$ cat config.mk
export PLATFORM = sky130hd
export DESIGN_NAME = irqf_top
export DESIGN_NICKNAME = d
export VERILOG_FILES = /design/src/shared/irqf_pkg.sv /design/src/core/irqf_fifo_track.sv /design/src/core/irqf_top.sv
export VERILOG_INCLUDE_DIRS = /design/src /design/src/shared
export SDC_FILE = /design/constraint.sdc
export NUM_CORES = 1
export LEC_CHECK = 0
export ABC_AREA = 1
export BUFFER_PORTS_ARGS = -buffer_cell sky130_fd_sc_hd__buf_2
export CORE_MARGIN = 10
export CORE_UTILIZATION = 59
export CTS_CLUSTER_SIZE = 25
export DETAILED_ROUTE_END_ITERATION = 6
export GPL_TIMING_DRIVEN = 0
export PLACE_DENSITY = 0.85
export SETUP_SLACK_MARGIN = 0.15
export SLEW_MARGIN = 20
export SYNTH_ARGS = -nofsm -noshare
export SYNTH_HDL_FRONTEND = slang
export SYNTH_HIERARCHICAL = 1
export SYNTH_SLANG_ARGS = --single-unit
export TNS_END_PERCENT = 50
$ cat constraint.sdc
create_clock -name CLK_IN -period 6.65 [get_ports CLK_IN]
set_input_delay 1.33 -clock CLK_IN [delete_from_list [all_inputs] [get_ports CLK_IN]]
set_output_delay 1.33 -clock CLK_IN [all_outputs]
set_load 0.005 [all_outputs]
$ cat src/shared/irqf_cfg.svh
`ifndef IRQF_CFG_SVH
`define IRQF_CFG_SVH
// What this block does
// - Reading main interrupt register clears all its bits except bit 0.
// - Main bit 0 stays set until the auxiliary register is read or set-default clears it.
// - Main interrupt register is zero after power-up and set-default.
// - Auxiliary bits 7..0: deselect, framing, parity, CRC, FIFO, EE done, EE error, EE abort.
// - Parity or CRC errored frames still fill FIFO, flag raised too.
// - EEPROM error flag on write to protected word or missing address.
// - EEPROM done and error flags only for host-issued write commands.
// - Abort flag when host EEPROM access is cut by tag interface activity.
// - Reading auxiliary register returns flags, then clears it whole.
// - Auxiliary register is zero after power-up and set-default.
// - FIFO status 1 bits 5..0 give unread byte count; bits 7..6 zero.
// - Unread count stays within 0 to 32; zero means nothing to read.
// - FIFO status 1 cleared at power-up, set-default and clear command.
// - Underflow bit 6 of FIFO status 2 set when reading empty FIFO.
// - FIFO error flag on overflow or underflow; overflow shown in bit 5.
// - Incomplete last byte sets bit 4, valid bit count in bits 3..1.
// - Bit 0 of FIFO status 2 flags missing parity, counted as framing error.
// - Main bit 0 set whenever an auxiliary event is pending.
// - Auxiliary mask register at 09h suppresses signalling per event.

// Register addresses
`define IRQF_ADDR_W 6
`define IRQF_A_MAIN_MASK 6'h08
`define IRQF_A_AUX_MASK 6'h09
`define IRQF_A_MAIN 6'h0a
`define IRQF_A_AUX 6'h0b
`define IRQF_A_FIFO_ST1 6'h0c
`define IRQF_A_FIFO_ST2 6'h0d

// Reset values
`define IRQF_MAIN_MASK_RST 8'hc0
`define IRQF_AUX_MASK_RST 8'h00
`define IRQF_FLAGS_RST 8'h00

// Auxiliary flag positions
`define IRQF_AUX_DES 7
`define IRQF_AUX_FRAME 6
`define IRQF_AUX_PAR 5
`define IRQF_AUX_CRC 4
`define IRQF_AUX_FIFO 3
`define IRQF_AUX_EE_DONE 2
`define IRQF_AUX_EE_ERR 1
`define IRQF_AUX_EE_ABORT 0

// FIFO status 2 field positions
`define IRQF_ST2_UNF 6
`define IRQF_ST2_OVR 5
`define IRQF_ST2_NCP 4
`define IRQF_ST2_LB_MSB 3
`define IRQF_ST2_LB_LSB 1
`define IRQF_ST2_NPAR 0

// FIFO capacity in bytes
`define IRQF_FIFO_DEPTH 6'h20
`endif

$ cat src/shared/irqf_pkg.sv
package irqf_pkg;
  typedef logic [7:0] irqf_byte_type;
  typedef logic [5:0] irqf_count_type;
  typedef enum logic [2:0] {
    SEL_MAIN_MASK,
    SEL_AUX_MASK,
    SEL_MAIN,
    SEL_AUX,
    SEL_FIFO_ST1,
    SEL_FIFO_ST2,
    SEL_NONE
  } irqf_sel_type;
endpackage : irqf_pkg

$ cat src/core/irqf_fifo_track.sv
`timescale 1ns/10ps
`include "irqf_cfg.svh"
module irqf_fifo_track (
  // Clock and reset
  input wire logic clk_in,
  input wire logic rst_in,
  input wire logic clear_in,
  // FIFO activity
  input wire logic push_in,
  input wire logic pop_in,
  input wire logic frame_end_in,
  input wire logic [2:0] last_bits_in,
  input wire logic missing_parity_in,
  // Status
  output irqf_pkg::irqf_count_type count_out,
  output irqf_pkg::irqf_byte_type status2_out,
  output logic fifo_err_evt_out
);
  irqf_pkg::irqf_count_type count_q;
  logic unf_q;
  logic ovr_q;
  logic ncp_q;
  logic [2:0] lb_q;
  logic npar_q;
  logic push_ok;
  logic pop_ok;
  logic over;
  logic under;

  assign over = push_in && (count_q == `IRQF_FIFO_DEPTH);
  assign under = pop_in && (count_q == 6'h00);
  assign push_ok = push_in && !over;
  assign pop_ok = pop_in && !under;
  assign fifo_err_evt_out = over || under;

  // Count never passes the depth, so a full FIFO drops the byte
  always_ff @(posedge clk_in) begin
    if (rst_in || clear_in) begin
      count_q <= 6'h00;
    end else if (push_ok && !pop_ok) begin
      count_q <= count_q + 6'h01;
    end else if (pop_ok && !push_ok) begin
      count_q <= count_q - 6'h01;
    end
  end

  // Cause bits stay until the next clear
  always_ff @(posedge clk_in) begin
    if (rst_in || clear_in) begin
      unf_q <= 1'b0;
      ovr_q <= 1'b0;
    end else begin
      unf_q <= unf_q || under;
      ovr_q <= ovr_q || over;
    end
  end

  always_ff @(posedge clk_in) begin
    if (rst_in || clear_in) begin
      ncp_q <= 1'b0;
      lb_q <= 3'h0;
      npar_q <= 1'b0;
    end else if (frame_end_in) begin
      ncp_q <= (last_bits_in != 3'h0);
      lb_q <= last_bits_in;
      npar_q <= missing_parity_in;
    end
  end

  assign count_out = count_q;
  assign status2_out = {1'b0, unf_q, ovr_q, ncp_q, lb_q, npar_q};

  a_count_range: assert property (@(posedge clk_in) disable iff (rst_in)
    count_q <= `IRQF_FIFO_DEPTH) else $error("unread count out of range");
  a_underflow_flag: assert property (@(posedge clk_in) disable iff (rst_in)
    (pop_in && count_q == 6'h00 && !clear_in) |=>
      (unf_q && count_q == {5'h00, $past(push_in)}))
    else $error("underflow not recorded");
  a_overflow_flag: assert property (@(posedge clk_in) disable iff (rst_in)
    (over && !clear_in) |-> fifo_err_evt_out ##1
      (ovr_q && count_q == `IRQF_FIFO_DEPTH - {5'h00, $past(pop_in)}))
    else $error("overflow not recorded");
endmodule : irqf_fifo_track

$ cat src/core/irqf_top.sv
`timescale 1ns/10ps
`include "irqf_cfg.svh"
module irqf_top (
  // Clock and reset
  input wire logic CLK_IN,
  input wire logic RST_IN,
  // Direct commands
  input wire logic SET_DEFAULT_IN,
  input wire logic CLEAR_CMD_IN,
  // Register access from the serial host interface
  input wire logic REG_RD_IN,
  input wire logic REG_WR_IN,
  input wire logic [5:0] REG_ADDR_IN,
  input wire logic [7:0] REG_WDATA_IN,
  output logic [7:0] REG_RDATA_OUT,
  // Main interrupt events, bits 7 to 1
  input wire logic [7:1] MAIN_EVT_IN,
  // Tag framing events
  input wire logic DESELECT_EVT_IN,
  input wire logic FRAMING_EVT_IN,
  input wire logic PARITY_EVT_IN,
  input wire logic CRC_EVT_IN,
  // EEPROM controller events
  input wire logic EE_DONE_IN,
  input wire logic EE_WR_PROTECT_IN,
  input wire logic EE_BAD_ADDR_IN,
  input wire logic EE_FROM_HOST_IN,
  input wire logic EE_ABORT_IN,
  // FIFO activity
  input wire logic FIFO_PUSH_IN,
  input wire logic FIFO_POP_IN,
  input wire logic FRAME_END_IN,
  input wire logic [2:0] LAST_BITS_IN,
  input wire logic MISSING_PARITY_IN,
  // Interrupt to host
  output logic IRQ_OUT
);
  irqf_pkg::irqf_byte_type main_mask_q;
  irqf_pkg::irqf_byte_type aux_mask_q;
  irqf_pkg::irqf_byte_type main_q;
  irqf_pkg::irqf_byte_type aux_q;
  irqf_pkg::irqf_byte_type main_view;
  irqf_pkg::irqf_byte_type main_set;
  irqf_pkg::irqf_byte_type aux_set;
  irqf_pkg::irqf_byte_type status1;
  irqf_pkg::irqf_byte_type status2;
  irqf_pkg::irqf_byte_type rdata_q;
  irqf_pkg::irqf_count_type unread_count;
  irqf_pkg::irqf_sel_type sel;
  logic rd_main;
  logic rd_aux;
  logic fifo_err_evt;
  logic fifo_clear;
  logic ee_host_done;
  logic ee_fault;
  logic framing_evt;

  // Address decode
  always_comb begin
    case (REG_ADDR_IN)
      `IRQF_A_MAIN_MASK: begin
        sel = irqf_pkg::SEL_MAIN_MASK;
      end
      `IRQF_A_AUX_MASK: begin
        sel = irqf_pkg::SEL_AUX_MASK;
      end
      `IRQF_A_MAIN: begin
        sel = irqf_pkg::SEL_MAIN;
      end
      `IRQF_A_AUX: begin
        sel = irqf_pkg::SEL_AUX;
      end
      `IRQF_A_FIFO_ST1: begin
        sel = irqf_pkg::SEL_FIFO_ST1;
      end
      `IRQF_A_FIFO_ST2: begin
        sel = irqf_pkg::SEL_FIFO_ST2;
      end
      default: begin
        sel = irqf_pkg::SEL_NONE;
      end
    endcase
  end

  assign rd_main = REG_RD_IN && (sel == irqf_pkg::SEL_MAIN);
  assign rd_aux = REG_RD_IN && (sel == irqf_pkg::SEL_AUX);
  assign fifo_clear = SET_DEFAULT_IN || CLEAR_CMD_IN;

  // FIFO bookkeeping; byte storage lives elsewhere and is never gated by errors
  irqf_fifo_track u_fifo_track (
    .clk_in(CLK_IN),
    .rst_in(RST_IN),
    .clear_in(fifo_clear),
    .push_in(FIFO_PUSH_IN),
    .pop_in(FIFO_POP_IN),
    .frame_end_in(FRAME_END_IN),
    .last_bits_in(LAST_BITS_IN),
    .missing_parity_in(MISSING_PARITY_IN),
    .count_out(unread_count),
    .status2_out(status2),
    .fifo_err_evt_out(fifo_err_evt)
  );

  assign status1 = {2'b00, unread_count};

  // EEPROM outcomes only count for writes the host itself issued
  assign ee_fault = EE_WR_PROTECT_IN || EE_BAD_ADDR_IN;
  assign ee_host_done = EE_DONE_IN && EE_FROM_HOST_IN;
  // A frame whose last byte lacks parity is a framing error
  assign framing_evt = FRAMING_EVT_IN || (FRAME_END_IN && MISSING_PARITY_IN);

  always_comb begin
    aux_set = 8'h00;
    aux_set[`IRQF_AUX_DES] = DESELECT_EVT_IN;
    aux_set[`IRQF_AUX_FRAME] = framing_evt;
    aux_set[`IRQF_AUX_PAR] = PARITY_EVT_IN;
    aux_set[`IRQF_AUX_CRC] = CRC_EVT_IN;
    aux_set[`IRQF_AUX_FIFO] = fifo_err_evt;
    aux_set[`IRQF_AUX_EE_DONE] = ee_host_done && !ee_fault;
    aux_set[`IRQF_AUX_EE_ERR] = ee_host_done && ee_fault;
    aux_set[`IRQF_AUX_EE_ABORT] = EE_ABORT_IN && EE_FROM_HOST_IN;
  end

  assign main_set = {MAIN_EVT_IN, 1'b0};

  // Per-bit sticky flags; an event in the clearing cycle wins over the read
  genvar gi;
  generate
    for (gi = 0; gi < 8; gi = gi + 1) begin : g_flag
      always_ff @(posedge CLK_IN) begin
        if (RST_IN || SET_DEFAULT_IN) begin
          aux_q[gi] <= 1'b0;
        end else begin
          aux_q[gi] <= aux_set[gi] || (aux_q[gi] && !rd_aux);
        end
      end
      if (gi == 0) begin : g_summary
        // Summary bit is derived, so it falls only when the aux flags are read away or cleared by reset or set-default
        always_ff @(posedge CLK_IN) begin
          main_q[gi] <= 1'b0;
        end
      end else begin : g_main
        always_ff @(posedge CLK_IN) begin
          if (RST_IN || SET_DEFAULT_IN) begin
            main_q[gi] <= 1'b0;
          end else begin
            main_q[gi] <= main_set[gi] || (main_q[gi] && !rd_main);
          end
        end
      end
    end
  endgenerate

  assign main_view = {main_q[7:1], |aux_q};

  // Mask registers steer the interrupt output
  always_ff @(posedge CLK_IN) begin
    if (RST_IN || SET_DEFAULT_IN) begin
      main_mask_q <= `IRQF_MAIN_MASK_RST;
      aux_mask_q <= `IRQF_AUX_MASK_RST;
    end else if (REG_WR_IN) begin
      if (sel == irqf_pkg::SEL_MAIN_MASK) begin
        main_mask_q <= {REG_WDATA_IN[7:1], 1'b0};
      end
      if (sel == irqf_pkg::SEL_AUX_MASK) begin
        aux_mask_q <= REG_WDATA_IN;
      end
    end
  end

  // Read data is captured at the strobe, before the clear takes effect
  always_ff @(posedge CLK_IN) begin
    if (RST_IN) begin
      rdata_q <= 8'h00;
    end else if (REG_RD_IN) begin
      case (sel)
        irqf_pkg::SEL_MAIN_MASK: begin
          rdata_q <= main_mask_q;
        end
        irqf_pkg::SEL_AUX_MASK: begin
          rdata_q <= aux_mask_q;
        end
        irqf_pkg::SEL_MAIN: begin
          rdata_q <= main_view;
        end
        irqf_pkg::SEL_AUX: begin
          rdata_q <= aux_q;
        end
        irqf_pkg::SEL_FIFO_ST1: begin
          rdata_q <= status1;
        end
        irqf_pkg::SEL_FIFO_ST2: begin
          rdata_q <= status2;
        end
        default: begin
          rdata_q <= 8'h00;
        end
      endcase
    end
  end

  assign REG_RDATA_OUT = rdata_q;

  // Summary bit has no mask of its own; aux events are gated by their mask bits
  assign IRQ_OUT = (|(main_q[7:1] & ~main_mask_q[7:1])) ||
                   (|(aux_q & ~aux_mask_q));

  a_main_rd_clear: assert property (@(posedge CLK_IN) disable iff (RST_IN)
    (rd_main && MAIN_EVT_IN == 7'h00) |=> (main_view[7:1] == 7'h00))
    else $error("main flags survived a read");
  a_summary_hold: assert property (@(posedge CLK_IN) disable iff (RST_IN)
    (main_view[0] && !rd_aux && !SET_DEFAULT_IN) |=> main_view[0])
    else $error("summary bit dropped without aux read");
  a_main_default: assert property (@(posedge CLK_IN) disable iff (RST_IN)
    SET_DEFAULT_IN |=> (main_view == 8'h00))
    else $error("main register not zero after default");
  a_aux_rd_clear: assert property (@(posedge CLK_IN) disable iff (RST_IN)
    (rd_aux && aux_set == 8'h00 && !SET_DEFAULT_IN) |=>
      (aux_q == 8'h00 && REG_RDATA_OUT == $past(aux_q)))
    else $error("aux read did not return and clear");
  a_aux_default: assert property (@(posedge CLK_IN) disable iff (RST_IN)
    SET_DEFAULT_IN |=> (aux_q == 8'h00))
    else $error("aux register not zero after default");
  a_ee_host_only: assert property (@(posedge CLK_IN) disable iff (RST_IN)
    $rose(aux_q[`IRQF_AUX_EE_DONE] || aux_q[`IRQF_AUX_EE_ERR]) |->
      $past(EE_DONE_IN && EE_FROM_HOST_IN))
    else $error("EEPROM flag without host write");
  a_ee_fault_flag: assert property (@(posedge CLK_IN) disable iff (RST_IN)
    (EE_DONE_IN && EE_FROM_HOST_IN && EE_WR_PROTECT_IN && !SET_DEFAULT_IN) |=>
      (aux_q[`IRQF_AUX_EE_ERR] && main_view[0]))
    else $error("protected write not flagged");
  a_parity_framing: assert property (@(posedge CLK_IN) disable iff (RST_IN)
    (FRAME_END_IN && MISSING_PARITY_IN && !fifo_clear) |=>
      (aux_q[`IRQF_AUX_FRAME] && status2[`IRQF_ST2_NPAR]))
    else $error("missing parity not seen as framing error");
  a_st1_clear: assert property (@(posedge CLK_IN) disable iff (RST_IN)
    CLEAR_CMD_IN |=> (status1 == 8'h00))
    else $error("FIFO status 1 not cleared");
  a_mask_gate: assert property (@(posedge CLK_IN) disable iff (RST_IN)
    (main_q[7:1] == 7'h00 && (aux_q & ~aux_mask_q) == 8'h00) |-> !IRQ_OUT)
    else $error("masked event raised interrupt");

  // Flags only grow between reads, so an event never erases an older one
  a_main_sticky: assert property (@(posedge CLK_IN) disable iff (RST_IN)
    (!rd_main && !SET_DEFAULT_IN) |=>
      ((main_q[7:1] & $past(main_q[7:1])) == $past(main_q[7:1])))
    else $error("main flag lost without read");
  a_main_event: assert property (@(posedge CLK_IN) disable iff (RST_IN)
    (MAIN_EVT_IN != 7'h00 && !SET_DEFAULT_IN) |=>
      ((main_view[7:1] & $past(MAIN_EVT_IN)) == $past(MAIN_EVT_IN)))
    else $error("main event not latched");
  a_summary_set: assert property (@(posedge CLK_IN) disable iff (RST_IN)
    (aux_set != 8'h00 && !SET_DEFAULT_IN) |=> main_view[0])
    else $error("summary bit missing for aux event");
  a_summary_clear: assert property (@(posedge CLK_IN) disable iff (RST_IN)
    (rd_aux && aux_set == 8'h00 && !SET_DEFAULT_IN) |=> !main_view[0])
    else $error("summary bit kept after aux read");

  a_aux_sticky: assert property (@(posedge CLK_IN) disable iff (RST_IN)
    (!rd_aux && !SET_DEFAULT_IN) |=>
      ((aux_q & $past(aux_q)) == $past(aux_q)))
    else $error("aux flag lost without read");
  a_aux_event: assert property (@(posedge CLK_IN) disable iff (RST_IN)
    (aux_set != 8'h00 && !SET_DEFAULT_IN) |=>
      ((aux_q & $past(aux_set)) == $past(aux_set)))
    else $error("aux event not latched");
  a_deselect_flag: assert property (@(posedge CLK_IN) disable iff (RST_IN)
    (DESELECT_EVT_IN && !SET_DEFAULT_IN) |=> aux_q[`IRQF_AUX_DES])
    else $error("deselect not flagged");
  // An errored byte still counts as stored, the error only adds a flag
  a_error_byte_kept: assert property (@(posedge CLK_IN) disable iff (RST_IN)
    (FIFO_PUSH_IN && !FIFO_POP_IN && (PARITY_EVT_IN || CRC_EVT_IN) && !fifo_clear &&
      unread_count != `IRQF_FIFO_DEPTH) |=> (unread_count == $past(unread_count) + 6'h01))
    else $error("errored byte not counted");
  a_fifo_err_flag: assert property (@(posedge CLK_IN) disable iff (RST_IN)
    (fifo_err_evt && !SET_DEFAULT_IN) |=> aux_q[`IRQF_AUX_FIFO])
    else $error("FIFO error not flagged");
  a_ee_done_flag: assert property (@(posedge CLK_IN) disable iff (RST_IN)
    (EE_DONE_IN && EE_FROM_HOST_IN && !ee_fault && !SET_DEFAULT_IN) |=> aux_q[`IRQF_AUX_EE_DONE])
    else $error("EEPROM done not flagged");
  a_bad_addr_flag: assert property (@(posedge CLK_IN) disable iff (RST_IN)
    (EE_DONE_IN && EE_FROM_HOST_IN && EE_BAD_ADDR_IN && !SET_DEFAULT_IN) |=> aux_q[`IRQF_AUX_EE_ERR])
    else $error("bad address write not flagged");
  a_ee_abort_flag: assert property (@(posedge CLK_IN) disable iff (RST_IN)
    (EE_ABORT_IN && EE_FROM_HOST_IN && !SET_DEFAULT_IN) |=> aux_q[`IRQF_AUX_EE_ABORT])
    else $error("EEPROM abort not flagged");

  a_st1_default: assert property (@(posedge CLK_IN) disable iff (RST_IN)
    SET_DEFAULT_IN |=> (status1 == 8'h00))
    else $error("FIFO status 1 not cleared by default");
  a_rdata_hold: assert property (@(posedge CLK_IN) disable iff (RST_IN)
    !REG_RD_IN |=> $stable(REG_RDATA_OUT))
    else $error("read data changed without read");
  // Checked through the flag registers, so a broken flag path also trips it
  a_irq_raise: assert property (@(posedge CLK_IN) disable iff (RST_IN)
    ((aux_set & ~aux_mask_q) != 8'h00 && !SET_DEFAULT_IN && !REG_WR_IN) |=> IRQ_OUT)
    else $error("unmasked aux event gave no interrupt");
  a_mask_default: assert property (@(posedge CLK_IN) disable iff (RST_IN)
    SET_DEFAULT_IN |=> (main_mask_q == `IRQF_MAIN_MASK_RST && aux_mask_q == `IRQF_AUX_MASK_RST))
    else $error("mask registers not at default");
  a_aux_mask_write: assert property (@(posedge CLK_IN) disable iff (RST_IN)
    (REG_WR_IN && sel == irqf_pkg::SEL_AUX_MASK && !SET_DEFAULT_IN) |=> (aux_mask_q == $past(REG_WDATA_IN)))
    else $error("aux mask write lost");
  a_main_mask_write: assert property (@(posedge CLK_IN) disable iff (RST_IN)
    (REG_WR_IN && sel == irqf_pkg::SEL_MAIN_MASK && !SET_DEFAULT_IN) |=> (main_mask_q[0] == 1'b0))
    else $error("main mask bit 0 became writable");
endmodule : irqf_top

==> impl_results.md, run 1 <==
* Setup TNS Final at 0 ps
* Non-Filler Instances at between 500 and 600
* Hold Crit Depth at 2
* F_max at 311 MHz
* Vias at between 2,000 and 3,000
* Clk_lat worst skew at 310 ps
* Ports at 52
* Placement Cell Area at slightly above 3000 sq um
* Clock Root Buffer: clkbuf_8
* Yosys top cell area share at 37.0%
* CTS buffer count at 5
* VDD IR max at 0.153 mV
* Top post-synthesis cells by count: 71 x nor2_1, 65 x nand2_1, 54 x inv_1
* Int Pwr at ~0.42 mW
* # DRC at 0
* Final Hold Fails at 0
* Sequential area share after synthesis at 37.0%
* Synth Flop Type: dfxtp_1
* Die W at 88.4 microns
* Count of final max-slew check failures at 0
* Max clock buf depth at 2
* Initial core utilization at 62.0%
* Psw at 0.166 mW
* Mapped Cells at between 400 and 500
* Hold Buf Count CTS at 0
* Vias in the first global route at 2,646
* Clk sinks at 51
* Post-synth EDFFs at 0
* Required time of the critical path at 6840 ps
* Initial antenna violation count at 0
* Power density cells at 186 nW/um^2
* Core area at 4440 sq um
* GRT overflow at 0
* Final setup margin at 3430 ps
* Switch share at 28.3%
* Clock Power Share at 29.9%
* Post-Route WL at 7260 microns
* Final setup violation count at 0
* Final Cell Area at 3160 sq um
* Leak Pwr at 1.38 nW
* Pre-CTS setup slack at approximately 3100 ps
* ANT cells at 0
* CTS tree: done
* Post-cts resize count at 0
* Worst-Margin Slew at 516 ps
* Final period util at between 40% and 50%
* Overall Global Routing Usage at 19.0%
* Initial drt markers at 210
* Routability Congestion at between 0.9 and 1
* WP data arrival at 3410 ps
* GRT met2 Usage at between 30% and 40%
* Clock skew at just over 8 ps
* Global route hottest layer: met2
* YS warnings at 6
* Worst Setup Path Type: in -> reg
* Mapped cell area at 2760 sq um
* Placed Instances at about 500
* Post-CTS Setup Inserts at 0
* Outcome: finished, final reports clean
* First-pass GRT wire length at 11,900 microns
* CP Launch Type: input port
* Area contributors post-synth: dfxtp_1 37%, nor2_1 9.7%, nand2_1 8.9%
* Wirelength per Cell at roughly 14 microns
* Post-synth net total at 459
* Number of port buffers at between 50 and 60
* Min Hold Slack at 460 ps
* Via density at 5.55
* Worst-path fanout max at 10
* Die area at 7810 sq um
* DR pass1 iterations at 6
* Die Height at 88.4 microns
* Met1 usage at 23.8%
* Layout cells sized above 1 at 17.8%
* Comb pwr share at 15.5%
* Post-DRT Antenna Nets at 0
* Syn-to-layout area delta at 14.6%
* Max-cap violations at 0
* Dominant cell type by area after synthesis: dfxtp_1
* Reg power frac at a little over half
* Dpl hpwl at 5740 microns
* Fillers at 398
* FF+latch area at 1020 sq um
* Area of the multi-input gates at 1430 sq um
* Synth Register Bits at 51
* Asr flop ratio synth at 0%
* Worst-path clk slew at 90 ps
* Worst setup EP type: flop
* H-tree depth at 2
* Final worst path period need at 3220 ps
* Worst Hold Class: reg -> reg
* Rows at 24
* Most frequent cell after synthesis: nor2_1
* R2R depth at 14
* GR Util met3 at 4.87%
* Distinct cells, synth at 37
* Largest net degree at the start of global routing at 16
* Syn Area/Cell at 6.74 sq um
* Final nets at 517
* RSZ-0062 raised after global routing: no
* Slew headroom at between 60% and 70%
cells in the final DEF (no fill, tap or decap), types with 2 or more instances in the layout:
cell type and count:
nor2_1 71, nand2_1 65, buf_2 54, inv_1 54, dfxtp_1 51, a21oi_1 48
nand3_1 27, nand4_1 15, o21ai_0 14, o21ai_1 8, buf_4 6, ha_1 6
inv_2 5, clkbuf_8 5, nor2_2 4, clkbuf_1 4, nand4_2 2, o22ai_1 2
a22o_1 2, a21o_1 2, clkinv_1 2, nor4_1 2
power by group through the flow:
| stage | sequential, mW | combinational, mW | clock (mW) |
|---|---|---|---|
| after floorplan | 0.325 | 0.0613 | 0 |
| after global placement | 0.328 | 0.0875 | 0 |
| after detailed placement | 0.328 | 0.0901 | 0 |
| after CTS | 0.321 | 0.0909 | 0.177 |
| after global routing | 0.322 | 0.104 | 0.187 |
| final | 0.321 | 0.0914 | 0.176 |
registers in the layout (all words and copies together) (netlist names):
signal	count
u_fifo_track/count_out	6
main_q	7
main_mask_q	7
aux_q	8
u_fifo_track/ncp_q	1
aux_mask_q	8
u_fifo_track/unf_q	1
u_fifo_track/lb_q	3
REG_RDATA_OUT	8
u_fifo_track/ovr_q	1
u_fifo_track/npar_q	1
logic make-up (layout without fill, tap and decap cells):
group	Yosys count	count (layout)	synth area share [%]
fa+ha+maj	7	7	3.45
xor+xnor	2	2	0.636
buf+inv	74	132	11.0
other cells	1	1	0.136
flops	51	51	37.0
compound gates	81	81	16.3
simple gates	193	193	31.4
final cells by class:
cell class	instances	share of cell area, %
buffer	13	2.38
clock buffer	5	2.18
clock inverter	2	0.436
inverter	61	7.25
multi-input combinational	284	45.3
sequential	51	32.3
tap	52	2.06
timing repair buffer	51	8.08
metrics by stage:
| step | util [%] | power [mW] |
|---|---|---|
| after floorplan | - | 0.386 |
| after global placement | 69.2 | 0.415 |
| after detailed placement | 69.2 | 0.418 |
| after CTS | 71.1 | 0.589 |
| after global routing | 71.1 | 0.613 |
| final | 71.1 | 0.588 |
routing by layer:
layer	vias to the layer above	part of all wire [%]
met5	-	0
met4	0	1.6
met3	12	8.6
met2	133	46
met1	1287	44
li1	1451	-
worst paths after layout:
path	start	to	slack, ps
worst max-delay path	REG_ADDR_IN[5]	aux_q[4]	3430
worst min-delay path	u_fifo_track/ovr_q	u_fifo_track/ovr_q	460
worst max register to register	u_fifo_track/count_out[0]	u_fifo_track/count_out[3]	4540
worst min register to register	u_fifo_track/ovr_q	u_fifo_track/ovr_q	460
critical path: stages:
cell and delay, ps:
buf_2 110, nor2_2 220, nand4_2 270, buf_2 280, ha_1 250, nand2_2 160, buf_4 190, nand4_1 290
a21oi_1 250, nor2_1 60
(Power assumes the default switching activity.)
==> run 2: changes to the inputs <==
- CORE_UTILIZATION: 59 -> 55
- PLACE_DENSITY: 0.85 -> 0.8
- clock period: 6.65 -> 3.3 ns (I/O delays scaled with it)
==> run 2 against run 1 <==
  * Core utilization fell by 4.8 points
  * Clock-buffer cell count did not move
  * Clock skew fell by 1.8 ps
  * Critical path depth did not move
  * Register-to-register slack got worse by 3400 ps
  * Non-clock buffer count did not move
  * Critical path type unchanged
==> impl_results.md, run 2 (synthesized netlist as in run 1, its figures left out) <==
* Outcome: finished, final reports clean
* Initial drt markers at 297 (+41%)
* Post-DRT Antenna Nets at 0 (unchanged)
* Commonest non-fill, non-tap cell in the layout: nor2_1
* Final Hold Fails at 0 (unchanged)
* Area of the multi-input gates at 1430 sq um (unchanged)
* Worst-path cell chain: buf_2, nor2_2, nand4_2, buf_2, ha_1, nand2_2, buf_4, nand4_1, a21oi_1, nor2_1
* Crit-path slowest cell: nand4_1
* Worst Setup Path Type: in -> reg
* Die W at 90.8 microns (+2.8%)
* Number of port buffers at 51 (unchanged)
* Hold Crit Depth at 2 (unchanged)
* Pre-CTS setup slack at 509 ps (-2640 ps)
* Clk_lat worst skew at 300 ps (about the same)
* Hold Buf Count CTS at 0 (unchanged)
* DR pass1 iterations at 6 (unchanged)
* FF+latch area at 1020 sq um (unchanged)
* Min-Delay Startpoint: u_fifo_track/unf_q
* Setup TNS Final at 0 ps (unchanged)
* Leak Pwr at 1.38 nW (-0.57%)
* Layout cells sized above 1 at 17.6% (-0.18 points)
* Worst-case hold path end point: u_fifo_track/unf_q
* Power density cells at 369 nW/um^2 (+98%)
* Die Height at 90.8 microns (+2.8%)
* Worst-path clk slew at 90 ps (about the same)
* R2R Path End: u_fifo_track/count_out[3]
* Critical path's largest stage delay at 310 ps (+20 ps)
* H-tree depth at 2 (unchanged)
* R2R depth at 14 (unchanged)
* Initial core utilization at 57.6% (-4.4 points)
* Ports at 52 (unchanged)
* CP Launch Type: input port
* Final worst path period need at between 2000 and 3000 ps
* First-pass GRT wire length at 12,400 microns (+4.0%)
* Vias at 2,856 (-0.94%)
* Required time of the critical path at 3480 ps (-3360 ps)
* Slew headroom at 62.8% (-2.7 points)
* Worst setup startpoint: REG_ADDR_IN[5]
* Vias in the first global route at 2,682 (+1.4%)
* Dpl hpwl at 5620 microns (-2.1%)
* Clock Root Buffer: clkbuf_8
* Worst-Margin Slew at 544 ps (+27.8 ps)
* Worst-path fanout max at 10 (unchanged)
* Clk sinks at 51 (unchanged)
* Post-CTS Setup Inserts at 0 (unchanged)
* Fillers at 443 (+11%)
* Count of final max-slew check failures at 0 (unchanged)
* Non-Filler Instances at 533 (+2.7%)
* Worst Hold Class: reg -> reg
* R2r setup slk at 1180 ps (-3360 ps)
* Routability Congestion at 0.952 (-1.6%)
* Worst setup EP type: flop
* Final setup margin at 760 ps (-2670 ps)
* Die area at 8240 sq um (+5.6%)
* Post-Route WL at 7170 microns (-1.2%)
* RSZ-0062 raised after global routing: no
* ANT cells at 0 (unchanged)
* Syn-to-layout area delta at 15.1%
* Clock skew at 6.43 ps (-1.83 ps)
* RR Startpoint: u_fifo_track/count_out[0]
* Max clock buf depth at 2 (unchanged)
* Post-cts resize count at 0 (unchanged)
* CTS tree: done
* Initial antenna violation count at 0 (unchanged)
* WP data arrival at 2720 ps (-690 ps)
* Core area at 4790 sq um (+7.7%)
* Rows at 25 (+4.2%)
* Final period util at 77.0%
* Commonest cells after routing, fill and taps aside: 71 x nor2_1, 65 x nand2_1, 54 x buf_2, 54 x inv_1, 51 x dfxtp_1
* Final nets at 517 (unchanged)
* Placed Instances at 527 (+2.9%)
* VDD IR max at 0.276 mV (+80%)
* Core Util, Final at 66.3% (-4.8 points)
* Power after layout at 1.17 mW (+99%)
* Max-cap violations at 0 (unchanged)
* CTS buffer count at 5 (unchanged)
* Final setup violation count at 0 (unchanged)
* F_max at 394 MHz
* GRT overflow at 0 (unchanged)
* Overall Global Routing Usage at 17.7% (-1.3 points)
* Via density at 5.36 (-3.5%)
* Largest net degree at the start of global routing at 15 (-1)
* Most used cell, CP: buf_2
* # DRC at 0 (unchanged)
* Wirelength per Cell at 13.4 microns (-3.8%)
[run 2: worst max path at each step]
| stage | endpoint | cells after the start |
|---|---|---|
| detailed placement | main_mask_q[3] | 12 |
| finish | aux_q[3] | 10 |
| CTS | main_mask_q[3] | 12 |
| global route | aux_q[5] | 10 |
| global placement | aux_q[3] | 10 |
| floorplan | main_mask_q[3] | 11 |
[run 2: metrics by stage]
step	instance area (sq um)	hold WS, ps
2_1_floorplan	2760	430
3_3_place_gp	3100	439
3_5_place_dp	3100	445
4_1_cts	3170	458
5_1_grt	3170	482
6_report	3170	456
[run 2: metal layers]
| metal | up-vias | wire length, microns | global-route usage, % |
|---|---|---|---|
| met2 | 131 | 3110 | 26.9 |
| met3 | 22 | 714 | 5.90 |
| met1 | 1262 | 3190 | 22.9 |
| met4 | 0 | 146 | 5.48 |
| li1 | 1441 | - | - |
| met5 | - | 0 | 0 |
[run 2: worst max-delay path: cells and delay by family]
family / cells / cell delay, ps
AND/OR/NAND/NOR: 5 / 1000
buffers and inverters: 3 / 570
AO/OA/AOI/OAI: 1 / 240
adder cells (fa/ha/maj): 1 / 240
[run 2: where the power goes]
group	leakage (nW)	total, mW	switching [mW]	internal, mW
clock network	0.0361	0.341	0.199	0.141
registers	0.414	0.646	0.0161	0.630
logic	0.926	0.184	0.109	0.0747
[run 2: final cells by class]
class | instances | share of cell area (%)
multi-input cells | 284 | 45.1
flip-flops and latches | 51 | 32.2
repair buffers | 51 | 8.05
inverters | 61 | 7.22
well taps | 67 | 2.64
plain buffers | 13 | 2.37
clock buffers | 5 | 2.17
clock inverters | 1 | 0.237
